`src/design/ccu_pkg.sv`:
```
package ccu_pkg;
  // ****************************************
  // Register map
  // ****************************************
  localparam logic [7:0] UNIT_STRIDE = 8'h20;
  localparam logic [7:0] UNIT_SPAN_END = 8'h40;
  localparam logic [4:0] OFS_CTRL = 5'h00;
  localparam logic [4:0] OFS_TRIG = 5'h04;
  localparam logic [4:0] OFS_VLO = 5'h08;
  localparam logic [4:0] OFS_VHI = 5'h0C;
  localparam logic [7:0] OFS_TSEL = 8'h40;
  localparam logic [7:0] OFS_PEND = 8'h44;
  localparam logic [7:0] OFS_ENAB = 8'h48;
  localparam logic [7:0] OFS_STAT = 8'h4C;
  localparam logic [1:0] RESP_OKAY = 2'h0;
  localparam logic [1:0] RESP_SLVERR = 2'h2;
  // ****************************************
  // Field layouts and reset values
  // ****************************************
  typedef struct packed {
    logic conv_sel;
    logic pin_dir;
    logic open_drain;
    logic [3:0] mode;
  } ccu_ctrl_s;
  typedef struct packed {
    ccu_ctrl_s ctrl;
    logic [3:0] trig;
    logic [1:0] tsel;
  } ccu_cfg_s;
  typedef struct packed {
    logic [15:0] first;
    logic [15:0] third;
    logic [15:0] fifth;
  } ccu_timers_s;
  localparam ccu_ctrl_s CTRL_RST = 7'h20;
  localparam logic [3:0] TRIG_RST = 4'h0;
  localparam logic [1:0] TSEL_RST = 2'h0;
  localparam logic [15:0] VALUE_RST = 16'h0000;
  // ****************************************
  // Mode, source and timer codes
  // ****************************************
  localparam logic [3:0] MODE_OFF = 4'h0;
  localparam logic [3:0] MODE_CMP_TGL_CLR = 4'h1;
  localparam logic [3:0] MODE_CMP_TGL = 4'h2;
  localparam logic [3:0] MODE_CAP_ANY = 4'h3;
  localparam logic [3:0] MODE_CAP_FALL = 4'h4;
  localparam logic [3:0] MODE_CAP_RISE = 4'h5;
  localparam logic [3:0] MODE_CAP_R4 = 4'h6;
  localparam logic [3:0] MODE_CAP_R16 = 4'h7;
  localparam logic [3:0] MODE_CMP_SET = 4'h8;
  localparam logic [3:0] MODE_CMP_CLR = 4'h9;
  localparam logic [3:0] MODE_CMP_PLS = 4'hA;
  localparam logic [3:0] MODE_CMP_PLS_CLR = 4'hB;
  localparam logic [3:0] TRIG_PIN = 4'h0;
  localparam logic [3:0] TRIG_CMP1 = 4'h1;
  localparam logic [3:0] TRIG_CMP2 = 4'h2;
  localparam logic [3:0] TRIG_IOC = 4'h3;
  localparam logic [1:0] TSEL_FIRST = 2'h0;
  localparam logic [1:0] TSEL_THIRD = 2'h1;
  localparam logic [1:0] TSEL_FIFTH = 2'h2;
  localparam logic [1:0] PSC4_LAST = 2'h3;
  localparam logic [3:0] PSC16_LAST = 4'hF;
endpackage

```
`src/design/ccu_top.sv`:
```
// Contract
// Each unit has its own timer select; default selects the first wide timer.
// Capture and compare use the first, third or fifth wide timer only.
// Both units may run together and share one timer.
// Compare pin driver offers an optional open-drain configuration.
// Qualified capture copies the full 16-bit timer; read as low and high byte.
// Capture qualifier: falling, rising, every 4th rising, 16th rising, any edge.
// Each capture sets the event flag; only software clears it.
// A new capture overwrites the previous captured value.
// Software disables the unit or reads both bytes twice for consistency.
// Pin input path sees the pin level, so own output writes can capture.
// Trigger source field selects pin, comparators, change signal or logic cells.
// Selected timer must run in timer or synchronized counter mode.
// Software keeps the enable clear and clears the flag after mode change.
// Capture timer is clocked from instruction clock or external source.
// Edge prescaler clears when off, outside capture mode, and on reset.
// Changing prescaler setting keeps the count; software clears control first.
// In sleep, only units on externally clocked timers keep working.
// Compare matches value to timer and toggles, sets, clears or pulses.
// Every compare match sets the flag and may issue a conversion trigger.
// Modes 0001 and 1011 clear the selected timer on match.
// Clearing control forces the compare output latch low.
// Compare output is also offered internally to other peripherals.
// Remaining mode codes are distinct values for off, captures and compares.
//
// Design decisions made here: the AXI4-Lite slave port and the address map.
`timescale 1ns/10ps

module ccu_unit
  import ccu_pkg::*;
(
  // Clock and reset
  input wire logic aclk,
  input wire logic aresetn,
  // Configuration and timers
  input wire ccu_pkg::ccu_cfg_s cfg,
  input wire ccu_pkg::ccu_timers_s timers,
  input wire logic [2:0] timer_ext_clk,
  input wire logic sleep_mode,
  // Trigger sources
  input wire logic pin_in,
  input wire logic cmp_one,
  input wire logic cmp_two,
  input wire logic pin_chg,
  input wire logic [7:0] cells,
  // Value byte writes
  input wire logic wr_lo,
  input wire logic wr_hi,
  input wire logic [7:0] wbyte,
  // Results
  output logic [15:0] value,
  output logic event_p,
  output logic tmr_clr,
  output logic conv_trig,
  output logic cmp_out,
  output logic pin_out,
  output logic pin_oe
);
  import ccu_pkg::*;

  // ****************************************
  // State
  // ****************************************
  logic pin_meta;
  logic pin_sync;
  logic src_prev;
  logic [3:0] psc_cnt;
  logic match_prev;
  logic pulse_on;

  // ****************************************
  // Mode decode
  // ****************************************
  wire [3:0] mode = cfg.ctrl.mode;
  wire m_any = (mode == MODE_CAP_ANY);
  wire m_fall = (mode == MODE_CAP_FALL);
  wire m_rise = (mode == MODE_CAP_RISE);
  wire m_r4 = (mode == MODE_CAP_R4);
  wire m_r16 = (mode == MODE_CAP_R16);
  wire is_cap = m_any | m_fall | m_rise | m_r4 | m_r16;
  wire m_tgl = (mode == MODE_CMP_TGL) | (mode == MODE_CMP_TGL_CLR);
  wire m_set = (mode == MODE_CMP_SET);
  wire m_clr = (mode == MODE_CMP_CLR);
  wire m_pls = (mode == MODE_CMP_PLS) | (mode == MODE_CMP_PLS_CLR);
  wire is_cmp = m_tgl | m_set | m_clr | m_pls;
  wire clr_mode = (mode == MODE_CMP_TGL_CLR) | (mode == MODE_CMP_PLS_CLR);

  // ****************************************
  // Timer selection
  // ****************************************
  // Reserved code falls back to the first timer
  wire sel_third = (cfg.tsel == TSEL_THIRD);
  wire sel_fifth = (cfg.tsel == TSEL_FIFTH);
  wire [15:0] tmr = sel_fifth ? timers.fifth :
                    sel_third ? timers.third : timers.first;
  wire tmr_ext = sel_fifth ? timer_ext_clk[2] :
                 sel_third ? timer_ext_clk[1] : timer_ext_clk[0];
  // Frozen instruction-clocked timer stops captures, compares and prescaling in sleep
  wire awake = ~sleep_mode | tmr_ext;

  // ****************************************
  // Trigger source and edges
  // ****************************************
  wire t_pin = (cfg.trig == TRIG_PIN);
  wire t_cmp1 = (cfg.trig == TRIG_CMP1);
  wire t_cmp2 = (cfg.trig == TRIG_CMP2);
  wire t_ioc = (cfg.trig == TRIG_IOC);
  // Pin path reads the pad, so the unit's own drive is seen too
  wire src_low = (t_pin & pin_sync) | (t_cmp1 & cmp_one) |
                 (t_cmp2 & cmp_two) | (t_ioc & pin_chg);
  wire src_sel = cfg.trig[3] ? cells[cfg.trig[2:0]] : src_low;
  wire rise = src_sel & ~src_prev;
  wire fall = ~src_sel & src_prev;
  wire hit4 = rise & (psc_cnt[1:0] == PSC4_LAST);
  wire hit16 = rise & (psc_cnt == PSC16_LAST);
  wire cap_evt = awake & ((m_fall & fall) | (m_rise & rise) |
                 (m_any & (rise | fall)) | (m_r4 & hit4) |
                 (m_r16 & hit16));

  // ****************************************
  // Compare
  // ****************************************
  wire match = is_cmp & (tmr == value);
  // Only the first cycle of a match acts, a held timer does not repeat
  wire cmp_evt = awake & match & ~match_prev;

  // ****************************************
  // Next values
  // ****************************************
  wire [7:0] wr_lo_byte = wr_lo ? wbyte : value[7:0];
  wire [7:0] wr_hi_byte = wr_hi ? wbyte : value[15:8];
  wire [15:0] next_value = cap_evt ? tmr : {wr_hi_byte, wr_lo_byte};
  wire [3:0] next_psc = is_cap ? (psc_cnt + 4'h1) : 4'h0;
  wire latch_tgl = cmp_evt & m_tgl;
  wire latch_set = cmp_evt & (m_set | m_pls);
  wire latch_clr = (cmp_evt & m_clr) | (pulse_on & m_pls);
  wire next_latch = (mode == MODE_OFF) ? 1'b0 :
                    latch_tgl ? ~cmp_out :
                    latch_set ? 1'b1 :
                    latch_clr ? 1'b0 : cmp_out;
  wire drive_en = is_cmp & ~cfg.ctrl.pin_dir;
  // Open drain only pulls low and releases for a high level
  wire next_oe = drive_en & (~cfg.ctrl.open_drain | ~next_latch);
  wire next_pin = next_latch & ~cfg.ctrl.open_drain;

  // ****************************************
  // Registers
  // ****************************************
  always_ff @(posedge aclk)
  begin
    if (!aresetn)
    begin
      pin_meta <= 1'b0;
      pin_sync <= 1'b0;
      src_prev <= 1'b0;
      psc_cnt <= 4'h0;
      match_prev <= 1'b0;
      pulse_on <= 1'b0;
      value <= VALUE_RST;
      event_p <= 1'b0;
      tmr_clr <= 1'b0;
      conv_trig <= 1'b0;
      cmp_out <= 1'b0;
      pin_out <= 1'b0;
      pin_oe <= 1'b0;
    end
    else
    begin
      pin_meta <= pin_in;
      pin_sync <= pin_meta;
      src_prev <= src_sel;
      // Cleared outside capture, kept when only the qualifier changes
      if (!is_cap || (awake && rise))
      begin
        psc_cnt <= next_psc;
      end
      match_prev <= match;
      pulse_on <= cmp_evt & m_pls;
      value <= next_value;
      event_p <= cap_evt | cmp_evt;
      tmr_clr <= cmp_evt & clr_mode;
      conv_trig <= cmp_evt & cfg.ctrl.conv_sel;
      cmp_out <= next_latch;
      pin_out <= next_pin;
      pin_oe <= next_oe;
    end
  end
endmodule

module ccu_top
  import ccu_pkg::*;
(
  // Clock and reset
  input wire logic aclk,
  input wire logic aresetn,
  // AXI4-Lite write address and data
  input wire logic [7:0] s_axi_awaddr,
  input wire logic s_axi_awvalid,
  output logic s_axi_awready,
  input wire logic [31:0] s_axi_wdata,
  input wire logic [3:0] s_axi_wstrb,
  input wire logic s_axi_wvalid,
  output logic s_axi_wready,
  // AXI4-Lite write response
  output logic [1:0] s_axi_bresp,
  output logic s_axi_bvalid,
  input wire logic s_axi_bready,
  // AXI4-Lite read
  input wire logic [7:0] s_axi_araddr,
  input wire logic s_axi_arvalid,
  output logic s_axi_arready,
  output logic [31:0] s_axi_rdata,
  output logic [1:0] s_axi_rresp,
  output logic s_axi_rvalid,
  input wire logic s_axi_rready,
  // Unit pins
  input wire logic [1:0] unit_pin_in,
  output logic [1:0] unit_pin_out,
  output logic [1:0] unit_pin_oe,
  // Internal trigger sources
  input wire logic comparator_one_out,
  input wire logic comparator_two_out,
  input wire logic pin_change_interrupt,
  input wire logic [7:0] logic_cell_output,
  // Shared timers
  input wire ccu_pkg::ccu_timers_s selected_timer_count,
  input wire logic [2:0] timer_ext_clk,
  input wire logic sleep_mode,
  output logic [2:0] timer_clear,
  // Peripheral outputs
  output logic [1:0] conv_trigger,
  output logic [1:0] compare_out,
  output logic [1:0] unit_event_flag
);
  import ccu_pkg::*;

  // ****************************************
  // Register state
  // ****************************************
  ccu_ctrl_s unit_control_reg [2];
  logic [3:0] trigger_source_reg [2];
  logic [3:0] timer_select_reg;
  logic [1:0] unit_event_enable;
  ccu_cfg_s cfg [2];
  logic [15:0] capture_compare_value [2];
  logic [1:0] evt;
  logic [1:0] clr_req;
  logic [1:0] cmp_lat;

  // ****************************************
  // Write decode
  // ****************************************
  wire w_go = s_axi_awvalid & s_axi_awready & s_axi_wvalid & s_axi_wready;
  wire w_b0 = w_go & s_axi_wstrb[0];
  wire w_unit = (s_axi_awaddr < UNIT_SPAN_END);
  wire w_idx = s_axi_awaddr[5];
  wire [4:0] w_ofs = s_axi_awaddr[4:0];
  wire w_ok = w_unit ? (w_ofs[1:0] == 2'h0 && w_ofs <= OFS_VHI) :
              (s_axi_awaddr == OFS_TSEL || s_axi_awaddr == OFS_PEND ||
               s_axi_awaddr == OFS_ENAB || s_axi_awaddr == OFS_STAT);
  wire [1:0] w_sel = {w_idx, ~w_idx};
  wire [1:0] wr_ctrl = (w_b0 & w_unit & (w_ofs == OFS_CTRL)) ? w_sel : 2'h0;
  wire [1:0] wr_trig = (w_b0 & w_unit & (w_ofs == OFS_TRIG)) ? w_sel : 2'h0;
  wire [1:0] wr_vlo = (w_b0 & w_unit & (w_ofs == OFS_VLO)) ? w_sel : 2'h0;
  wire [1:0] wr_vhi = (w_b0 & w_unit & (w_ofs == OFS_VHI)) ? w_sel : 2'h0;
  wire wr_tsel = w_b0 & (s_axi_awaddr == OFS_TSEL);
  wire wr_pend = w_b0 & (s_axi_awaddr == OFS_PEND);
  wire wr_enab = w_b0 & (s_axi_awaddr == OFS_ENAB);
  // Hardware set wins over a software clear in the same cycle
  wire [1:0] pend_clr = wr_pend ? s_axi_wdata[1:0] : 2'h0;
  wire [1:0] next_flag = (unit_event_flag & ~pend_clr) | evt;

  // ****************************************
  // Read decode
  // ****************************************
  wire r_unit = (s_axi_araddr < UNIT_SPAN_END);
  wire r_idx = s_axi_araddr[5];
  wire [4:0] r_ofs = s_axi_araddr[4:0];
  wire [15:0] r_val = capture_compare_value[r_idx];
  wire [7:0] r_unit_data = (r_ofs == OFS_CTRL) ? {1'b0, unit_control_reg[r_idx]} :
                           (r_ofs == OFS_TRIG) ? {4'h0, trigger_source_reg[r_idx]} :
                           (r_ofs == OFS_VLO) ? r_val[7:0] :
                           (r_ofs == OFS_VHI) ? r_val[15:8] : 8'h00;
  wire r_unit_ok = (r_ofs[1:0] == 2'h0) && (r_ofs <= OFS_VHI);
  wire [7:0] r_com_data = (s_axi_araddr == OFS_TSEL) ? {4'h0, timer_select_reg} :
                          (s_axi_araddr == OFS_PEND) ? {6'h00, unit_event_flag} :
                          (s_axi_araddr == OFS_ENAB) ? {6'h00, unit_event_enable} :
                          (s_axi_araddr == OFS_STAT) ? {6'h00, cmp_lat} : 8'h00;
  wire r_com_ok = (s_axi_araddr == OFS_TSEL) || (s_axi_araddr == OFS_PEND) ||
                  (s_axi_araddr == OFS_ENAB) || (s_axi_araddr == OFS_STAT);
  wire r_ok = r_unit ? r_unit_ok : r_com_ok;
  wire [7:0] r_data = r_unit ? r_unit_data : r_com_data;

  // ****************************************
  // Timer clear routing
  // ****************************************
  wire [1:0] ts0 = cfg[0].tsel;
  wire [1:0] ts1 = cfg[1].tsel;
  wire c0_third = (ts0 == TSEL_THIRD);
  wire c0_fifth = (ts0 == TSEL_FIFTH);
  wire c1_third = (ts1 == TSEL_THIRD);
  wire c1_fifth = (ts1 == TSEL_FIFTH);
  wire [2:0] clr0 = {c0_fifth, c0_third, ~c0_fifth & ~c0_third} & {3{clr_req[0]}};
  wire [2:0] clr1 = {c1_fifth, c1_third, ~c1_fifth & ~c1_third} & {3{clr_req[1]}};
  wire [2:0] next_tclr = clr0 | clr1;

  // ****************************************
  // Units
  // ****************************************
  genvar gi;
  generate
    for (gi = 0; gi < 2; gi++)
    begin : g_unit
      assign cfg[gi] = '{ctrl: unit_control_reg[gi], trig: trigger_source_reg[gi],
                         tsel: timer_select_reg[2*gi+1:2*gi]};
      ccu_unit u_unit (
        .aclk(aclk),
        .aresetn(aresetn),
        .cfg(cfg[gi]),
        .timers(selected_timer_count),
        .timer_ext_clk(timer_ext_clk),
        .sleep_mode(sleep_mode),
        .pin_in(unit_pin_in[gi]),
        .cmp_one(comparator_one_out),
        .cmp_two(comparator_two_out),
        .pin_chg(pin_change_interrupt),
        .cells(logic_cell_output),
        .wr_lo(wr_vlo[gi]),
        .wr_hi(wr_vhi[gi]),
        .wbyte(s_axi_wdata[7:0]),
        .value(capture_compare_value[gi]),
        .event_p(evt[gi]),
        .tmr_clr(clr_req[gi]),
        .conv_trig(conv_trigger[gi]),
        .cmp_out(cmp_lat[gi]),
        .pin_out(unit_pin_out[gi]),
        .pin_oe(unit_pin_oe[gi])
      );
      assign compare_out[gi] = cmp_lat[gi];
    end
  endgenerate

  // ****************************************
  // Configuration registers
  // ****************************************
  always_ff @(posedge aclk)
  begin
    if (!aresetn)
    begin
      unit_control_reg[0] <= CTRL_RST;
      unit_control_reg[1] <= CTRL_RST;
      trigger_source_reg[0] <= TRIG_RST;
      trigger_source_reg[1] <= TRIG_RST;
      timer_select_reg <= {TSEL_RST, TSEL_RST};
      unit_event_enable <= 2'h0;
      unit_event_flag <= 2'h0;
      timer_clear <= 3'h0;
    end
    else
    begin
      for (int i = 0; i < 2; i++)
      begin
        if (wr_ctrl[i])
        begin
          unit_control_reg[i] <= s_axi_wdata[6:0];
        end
        if (wr_trig[i])
        begin
          trigger_source_reg[i] <= s_axi_wdata[3:0];
        end
      end
      if (wr_tsel)
      begin
        timer_select_reg <= s_axi_wdata[3:0];
      end
      if (wr_enab)
      begin
        unit_event_enable <= s_axi_wdata[1:0];
      end
      unit_event_flag <= next_flag;
      timer_clear <= next_tclr;
    end
  end

  // ****************************************
  // AXI4-Lite handshakes
  // ****************************************
  // Address and data are taken together, one write at a time
  wire w_take = s_axi_awvalid & s_axi_wvalid & ~s_axi_awready & ~s_axi_bvalid;
  wire r_take = s_axi_arvalid & ~s_axi_arready & ~s_axi_rvalid;

  always_ff @(posedge aclk)
  begin
    if (!aresetn)
    begin
      s_axi_awready <= 1'b0;
      s_axi_wready <= 1'b0;
      s_axi_bvalid <= 1'b0;
      s_axi_bresp <= RESP_OKAY;
      s_axi_arready <= 1'b0;
      s_axi_rvalid <= 1'b0;
      s_axi_rdata <= 32'h00000000;
      s_axi_rresp <= RESP_OKAY;
    end
    else
    begin
      s_axi_awready <= w_take;
      s_axi_wready <= w_take;
      if (w_go)
      begin
        s_axi_bvalid <= 1'b1;
        s_axi_bresp <= w_ok ? RESP_OKAY : RESP_SLVERR;
      end
      else if (s_axi_bready)
      begin
        s_axi_bvalid <= 1'b0;
      end
      s_axi_arready <= r_take;
      if (s_axi_arvalid && s_axi_arready)
      begin
        s_axi_rvalid <= 1'b1;
        s_axi_rdata <= {24'h000000, r_data};
        s_axi_rresp <= r_ok ? RESP_OKAY : RESP_SLVERR;
      end
      else if (s_axi_rready)
      begin
        s_axi_rvalid <= 1'b0;
      end
    end
  end
endmodule

```
`config.mk`:
```
export PLATFORM = sky130hd
export DESIGN_NAME = ccu_top
export DESIGN_NICKNAME = d
export VERILOG_FILES = /design/src/design/ccu_pkg.sv /design/src/design/ccu_top.sv
export SDC_FILE = /design/constraint.sdc
export NUM_CORES = 1
export LEC_CHECK = 0
export ABC_AREA = 1
export BUFFER_PORTS_ARGS = -buffer_cell sky130_fd_sc_hd__buf_2
export CAP_MARGIN = 30
export CORE_MARGIN = 2
export CORE_UTILIZATION = 55
export DETAILED_ROUTE_END_ITERATION = 10
export GPL_ROUTABILITY_DRIVEN = 0
export GPL_TIMING_DRIVEN = 1
export PLACE_DENSITY = 0.79
export SYNTH_ARGS = -nofsm -noshare
export SYNTH_HDL_FRONTEND = slang
export SYNTH_SLANG_ARGS = --single-unit
```
`constraint.sdc`:
```
create_clock -name aclk -period 2.5 [get_ports aclk]
set_input_delay 0.5 -clock aclk [delete_from_list [all_inputs] [get_ports aclk]]
set_output_delay 0.5 -clock aclk [all_outputs]
set_load 0.01 [all_outputs]
```
After elaboration in Yosys (flattened, before gate mapping)
Memory sizes are Yosys's and may differ from the RTL's.
Index checks and enable logic that the tools add are counted.
- input bits: 124
- RAM bits: 22
- memories: 2
- bits in registers: 89
- memory bits (read-only): 0
- output and inout port bits: 54
- word-level logic and storage cells: 357
- bits in latches: 0
- shift-type cells: 0
- $lt $le $gt $ge: 7
- bitwise operators: 154
- div/mod/pow operators: 0
- reductions and logical operators: 29
- add/subtract/negate cells: 2
- muxes and demuxes: 72
- multiply operators: 0
- equal/unequal tests: 52
- memories (name ; words ; bits a word ; read ports ; clocked after memory_dff ; write ports ; line ; RTL):
    unit_control_reg ; 2 ; 7 ; 3 ; 0 ; 2 ; ccu_top.sv:240 ; ccu_ctrl_s unit_control_reg [2];
    trigger_source_reg ; 2 ; 4 ; 3 ; 0 ; 2 ; ccu_top.sv:241 ; logic [3:0] trigger_source_reg [2];
- operator list (operator ; number):
    16-bit 2-to-1 mux ; 9
    1-bit AND ; 73
    8-bit 2-to-1 mux ; 9
    8-bit by 7-bit equality test with 1-bit output (second input constant) ; 8
    1-bit OR ; 50
    4-bit equality test (second input constant) ; 10
    1-bit 2-to-1 mux ; 35
    16-bit equality test ; 2
    4-bit by 2-bit equality test with 1-bit output (second input constant) ; 8
    4-bit by 3-bit equality test with 1-bit output (second input constant) ; 8
    1-bit inverter ; 24
    5-bit by 4-bit equality test with 1-bit output (second input constant) ; 4
    2-bit 2-to-1 mux ; 10
    4-bit 2-to-1 mux ; 5
    4-bit by 1-bit equality test with 1-bit output (second input constant) ; 4
    4-bit zero test ; 4
    8-bit by 7-bit less-than comparator with 1-bit output (second input constant) ; 2
    7-bit 2-to-1 mux ; 2
    2-bit nonzero test ; 6
    5-bit by 3-bit equality test with 1-bit output (second input constant) ; 2
    5-bit by 4-bit <= comparator with 1-bit output (second input constant) ; 2
    5-bit zero test ; 2
    4-bit by 1-bit adder with 4-bit output (second input constant) ; 2
    2-bit equality test (second input constant) ; 4
    other kinds (14) ; 31

Longest topological paths before layout
An unclocked memory read counts as a cell.
- word-level depth: 18
- mapped depth: 18
- depth with buffers taken out: 17

By module
From an unflattened synthesis, not the netlist that was laid out.
- cell total of the unflattened synthesis: 1326
- area, all modules: 8192.9 µm²
- modules (own cells, without submodules) (module ; area an instance (µm²) ; cells each ; seq. area each (µm²) ; times used):
    ccu_unit ; 2710.1 ; 470 ; 620.6 ; 2
    ccu_top ; 2772.7 ; 386 ; 1161.1 ; 1

Least setup slack after synthesis
No wires, ideal clock.
- kind: register to register
- start point: memory trigger_source_reg[0][0]
- end point: register g_unit[0].u_unit.value[12]
- required time: 2.385 ns
- setup time: 0.115 ns
- arrival: 2.028 ns
- path buffers: 1
- cell stages (with the launch flop): 15
- path slack: 0.357 ns
- period minus slack after synthesis: 2.143 ns
- path through: edfxtp_1 -> inv_1 -> nand2_1 -> o22ai_1 -> nor3_1 -> o211ai_1 -> nand2_1 -> ha_1 -> o22ai_1 -> nand2_1 -> inv_2 -> buf_2 -> nor3_1 -> o21ai_0 -> inv_1
- RTL lines (element ; line ; RTL):
    start, declared ; ccu_top.sv:241 ;
    end signal, assigned ; ccu_top.sv:179 ; value <= next_value;
    end, declared ; ccu_top.sv:51 ; output logic [15:0] value,

==> impl_metrics.py <==
metrics = {
    "run_status": {
        "status": "complete, but fails checks",
        "violations": "setup timing",
    },
    "sta": {
        "worst_slew_pin_slew_ns": 0.5645,
        "setup_tns_ns": -0.05587,
        "max_freq_ghz": 0.3961,
        "max_slew_margin_pct": 62.32,
        "fin_skew_ns": 0.01401,
        "rsz0062_at_grt": "yes",
        "fin_ws_ns": -0.02479,
        "slew_violations": 0,
        "fin_hold_ws_ns": 0.3224,
        "period_needed_ns": 2.525,
        "hold_viol_final": 0,
        "setup_viol": 3,
        "fin_crit_sh_pct": 101.0,
    },
    "worst_setup_path": {
        "crit_required_ns": 2.76,
        "slowest_delay_ns": 0.45,
        "path_class": "reg2reg",
        "crit_buf_inv": 5,
        "path_cells": "inv_2, nand2_2, o22ai_2, nor3_2, o211ai_1, nand2_1, inv_1, ha_2, o211ai_1, o22ai_2, nand2_4, inv_8, buf_12, nor2_4, nand2_2, nand3_2, nand2_1, inv_1",
        "worst-path-max-fanout": 6,
        "critPathLaunchType": "register",
        "cpLargestDelayFamily": "simple AND/OR/NAND/NOR gates",
        "cp-end-kind": "register",
        "cp.arrival_ns": 2.79,
        "slowest_stage": "edfxtp_1",
    },
    "drt": {
        "vias_per_cell": 5.657,
        "via_count": 8599,
        "wl_per_cell_um": 16.47,
        "ant_nets": 0,
        "drc_errors": 0,
        "drt_iter0_markers": 967,
        "routed_wl_um": 25040,
        "firstDrtPassIters": 6,
    },
    "yosys": {
        "postSynthAreaPerCell_sq_um": 6.210,
        "yosysWarnings": 0,
        "synth.most_common_cell": "nand2_1",
        "synth_top_cell_by_area": "dfxtp_1",
        "synth_flop_cell": "dfxtp_1",
        "synth_top_area_share_pct": 23.39,
        "synth_seq_cells": 109,
        "seq_area_frac_synth_pct": 32.26,
        "yosys-top-cells-area": "dfxtp_1 (23%), nand2_1 (18%), nand3_1 (10%)",
        "synthesis.area_sq_um": 7446,
        "syn_inst": 1199,
        "synth-edff-count": 22,
        "async_flop_share_pct": 0,
        "synthDistinctLibCells": 40,
        "synth_common_cells": "nand2_1 (364), inv_1 (182), nand3_1 (154), dfxtp_1 (87), o21ai_0 (81)",
    },
    "pwr": {
        "ir_drop_uv": 391.6,
        "leakagePower_nw": 4.600,
        "power.density_nw_per_um2": 449.9,
        "switchingPower_mw": 1.156,
        "p_total_mw": 4.111,
        "p_int_mw": 2.954,
        "comb_power_share_pct": 16.4,
        "seqPwrFrac_pct": 45.5,
        "p_clk_share_pct": 38.1,
        "swShare_pct": 28.13,
    },
    "clock_network": {
        "ctsLongestPathBuffers": 2,
        "htree_levels": 3,
        "clk_pin_slew_ns": 0.07,
        "cts_sinks": 109,
        "cts_tree": "yes",
        "cts_made_buffers": 9,
        "clock-root-buffer": "clkbuf_16",
        "clk_latency_ns": 0.37,
        "cts-hold-fix-buffers": 0,
    },
    "finish": {
        "nets": 1473,
        "drive_above_1_share_pct": 21.06,
        "num_antenna_cells": 0,
        "largest_register_ffs": 32,
        "final_core_util_pct": 68.99,
        "area_growth_pct": 22.70,
    },
    "grt": {
        "gr-usage-met2_pct": 53.55,
        "antenna_found_initial": 0,
        "grt_pass1_vias": 7535,
        "met3_usage_pct": 7.358,
        "track_usage_pct": 32.90,
        "gr-total-overflow": 0,
        "grt_use_met1_pct": 43.34,
        "grt_pass1_wl_um": 37490,
        "grt_max_degree": 39,
        "top_usage_layer": "met2",
    },
    "die": {
        "die_h_um": 120.4,
        "start_util_pct": 56.23,
        "coreArea_sq_um": 13240,
        "die_w_um": 120.4,
        "io-pin-count": 178,
        "rows": 42,
        "die_area_sq_um": 14480,
    },
    "min_path": {
        "hold_class": "in2reg",
    },
    "placement": {
        "io_buffers": 124,
        "hpwl_um": 17900,
        "place_ws_ns": -0.1082,
    },
    "run": {
        "cap_violations": 0,
    },
}
## final timing paths
kind | startpoint | to | slack [ns] | cells past startpoint
max | trigger_source_reg[0][0] | g_unit[0].u_unit.value[10] | -0.02 | 18
min reg2reg | g_unit[1].u_unit.pin_meta | g_unit[1].u_unit.pin_sync | 0.43 | 2
max reg2reg | trigger_source_reg[0][0] | g_unit[0].u_unit.value[10] | -0.02 | 18
min | unit_pin_in[1] | g_unit[1].u_unit.pin_meta | 0.32 | 3
## per-stage QoR
stage | cells | instance area [sq um]
after floorplan | 1224 | 7540
after global placement | 1495 | 8273
after detailed placement | 1495 | 8273
after CTS | 1511 | 8603
after global routing | 1520 | 9136
final | 1520 | 9136
## layout make-up
cell class | count | area (sq um)
repair inverters | 1 | 6.256
inverters | 190 | 748.2
well taps | 176 | 220.2
fillers | 1179 | 4106
flip-flops and latches | 109 | 2404
clock inverters | 6 | 87.58
repair buffers | 172 | 1112
clock buffers | 10 | 229.0
multi-input cells | 856 | 4329
## cell families after synthesis
group	share of synthesized area, %
buffers and inverters	15.39
XOR/XNOR	0.1176
other	0.05036
AO/OA/AOI/OAI	12.28
flip-flops	32.26
AND/OR/NAND/NOR	37.94
multiplexers	0.2689
adder cells (fa/ha/maj)	1.680
## cell usage in the layout, fill, tap and decap left out, types with 4 or more instances in the layout
| master | n |
|---|---|
| nor2_1 | 67 |
| nand3b_1 | 5 |
| ha_4 | 4 |
| o21ai_0 | 55 |
| buf_6 | 7 |
| nor3_1 | 25 |
| o21ai_1 | 27 |
| nor2_4 | 5 |
| inv_2 | 8 |
| nand2_2 | 21 |
| buf_2 | 124 |
| nand3_2 | 11 |
| conb_1 | 26 |
| nor3_2 | 6 |
| a21oi_2 | 4 |
| dfxtp_1 | 86 |
| a21oi_1 | 33 |
| buf_4 | 33 |
| clkbuf_16 | 12 |
| edfxtp_1 | 22 |
| o22ai_1 | 9 |
| o211ai_1 | 17 |
| nor2_2 | 6 |
| o22ai_2 | 5 |
| inv_4 | 4 |
| nand2_1 | 340 |
| nand3_1 | 143 |
| nand4_1 | 7 |
| inv_1 | 174 |
## repair_timing
item                                    in CTS  in global routing
endpoints found under the setup margin      10                 46
resized for setup                            5                142
cloned                                       0                  4
pin swaps                                    0                 32
buffers inserted                             0                  6
## worst register-to-register path, stage by stage, from the launching register on
cell and delay (ns):
edfxtp_1 0.45, inv_2 0.13, nand2_2 0.08, o22ai_2 0.15, nor3_2 0.06, o211ai_1 0.20
nand2_1 0.14, inv_1 0.09, ha_2 0.16, o211ai_1 0.10, o22ai_2 0.17, nand2_4 0.15
inv_8 0.12, buf_12 0.14, nor2_4 0.05, nand2_2 0.09, nand3_2 0.06, nand2_1 0.06
inv_1 0.04
## metal layers
| metal | share of wire (%) | vias up |
|---|---|---|
| met5 | 0 | - |
| met4 | 4.4 | 0 |
| met3 | 11 | 102 |
| met2 | 46 | 534 |
| met1 | 39 | 3878 |
| li1 | - | 4085 |
## power groups by stage
stage	registers (mW)	clock network, mW	logic [mW]
after floorplan	1.90	0	0.363
after global placement	1.90	0	0.567
after detailed placement	1.91	0	0.575
after CTS	1.87	1.56	0.580
after global routing	1.87	1.63	0.736
final	1.87	1.57	0.674
Power figures use the tool's default switching activity.
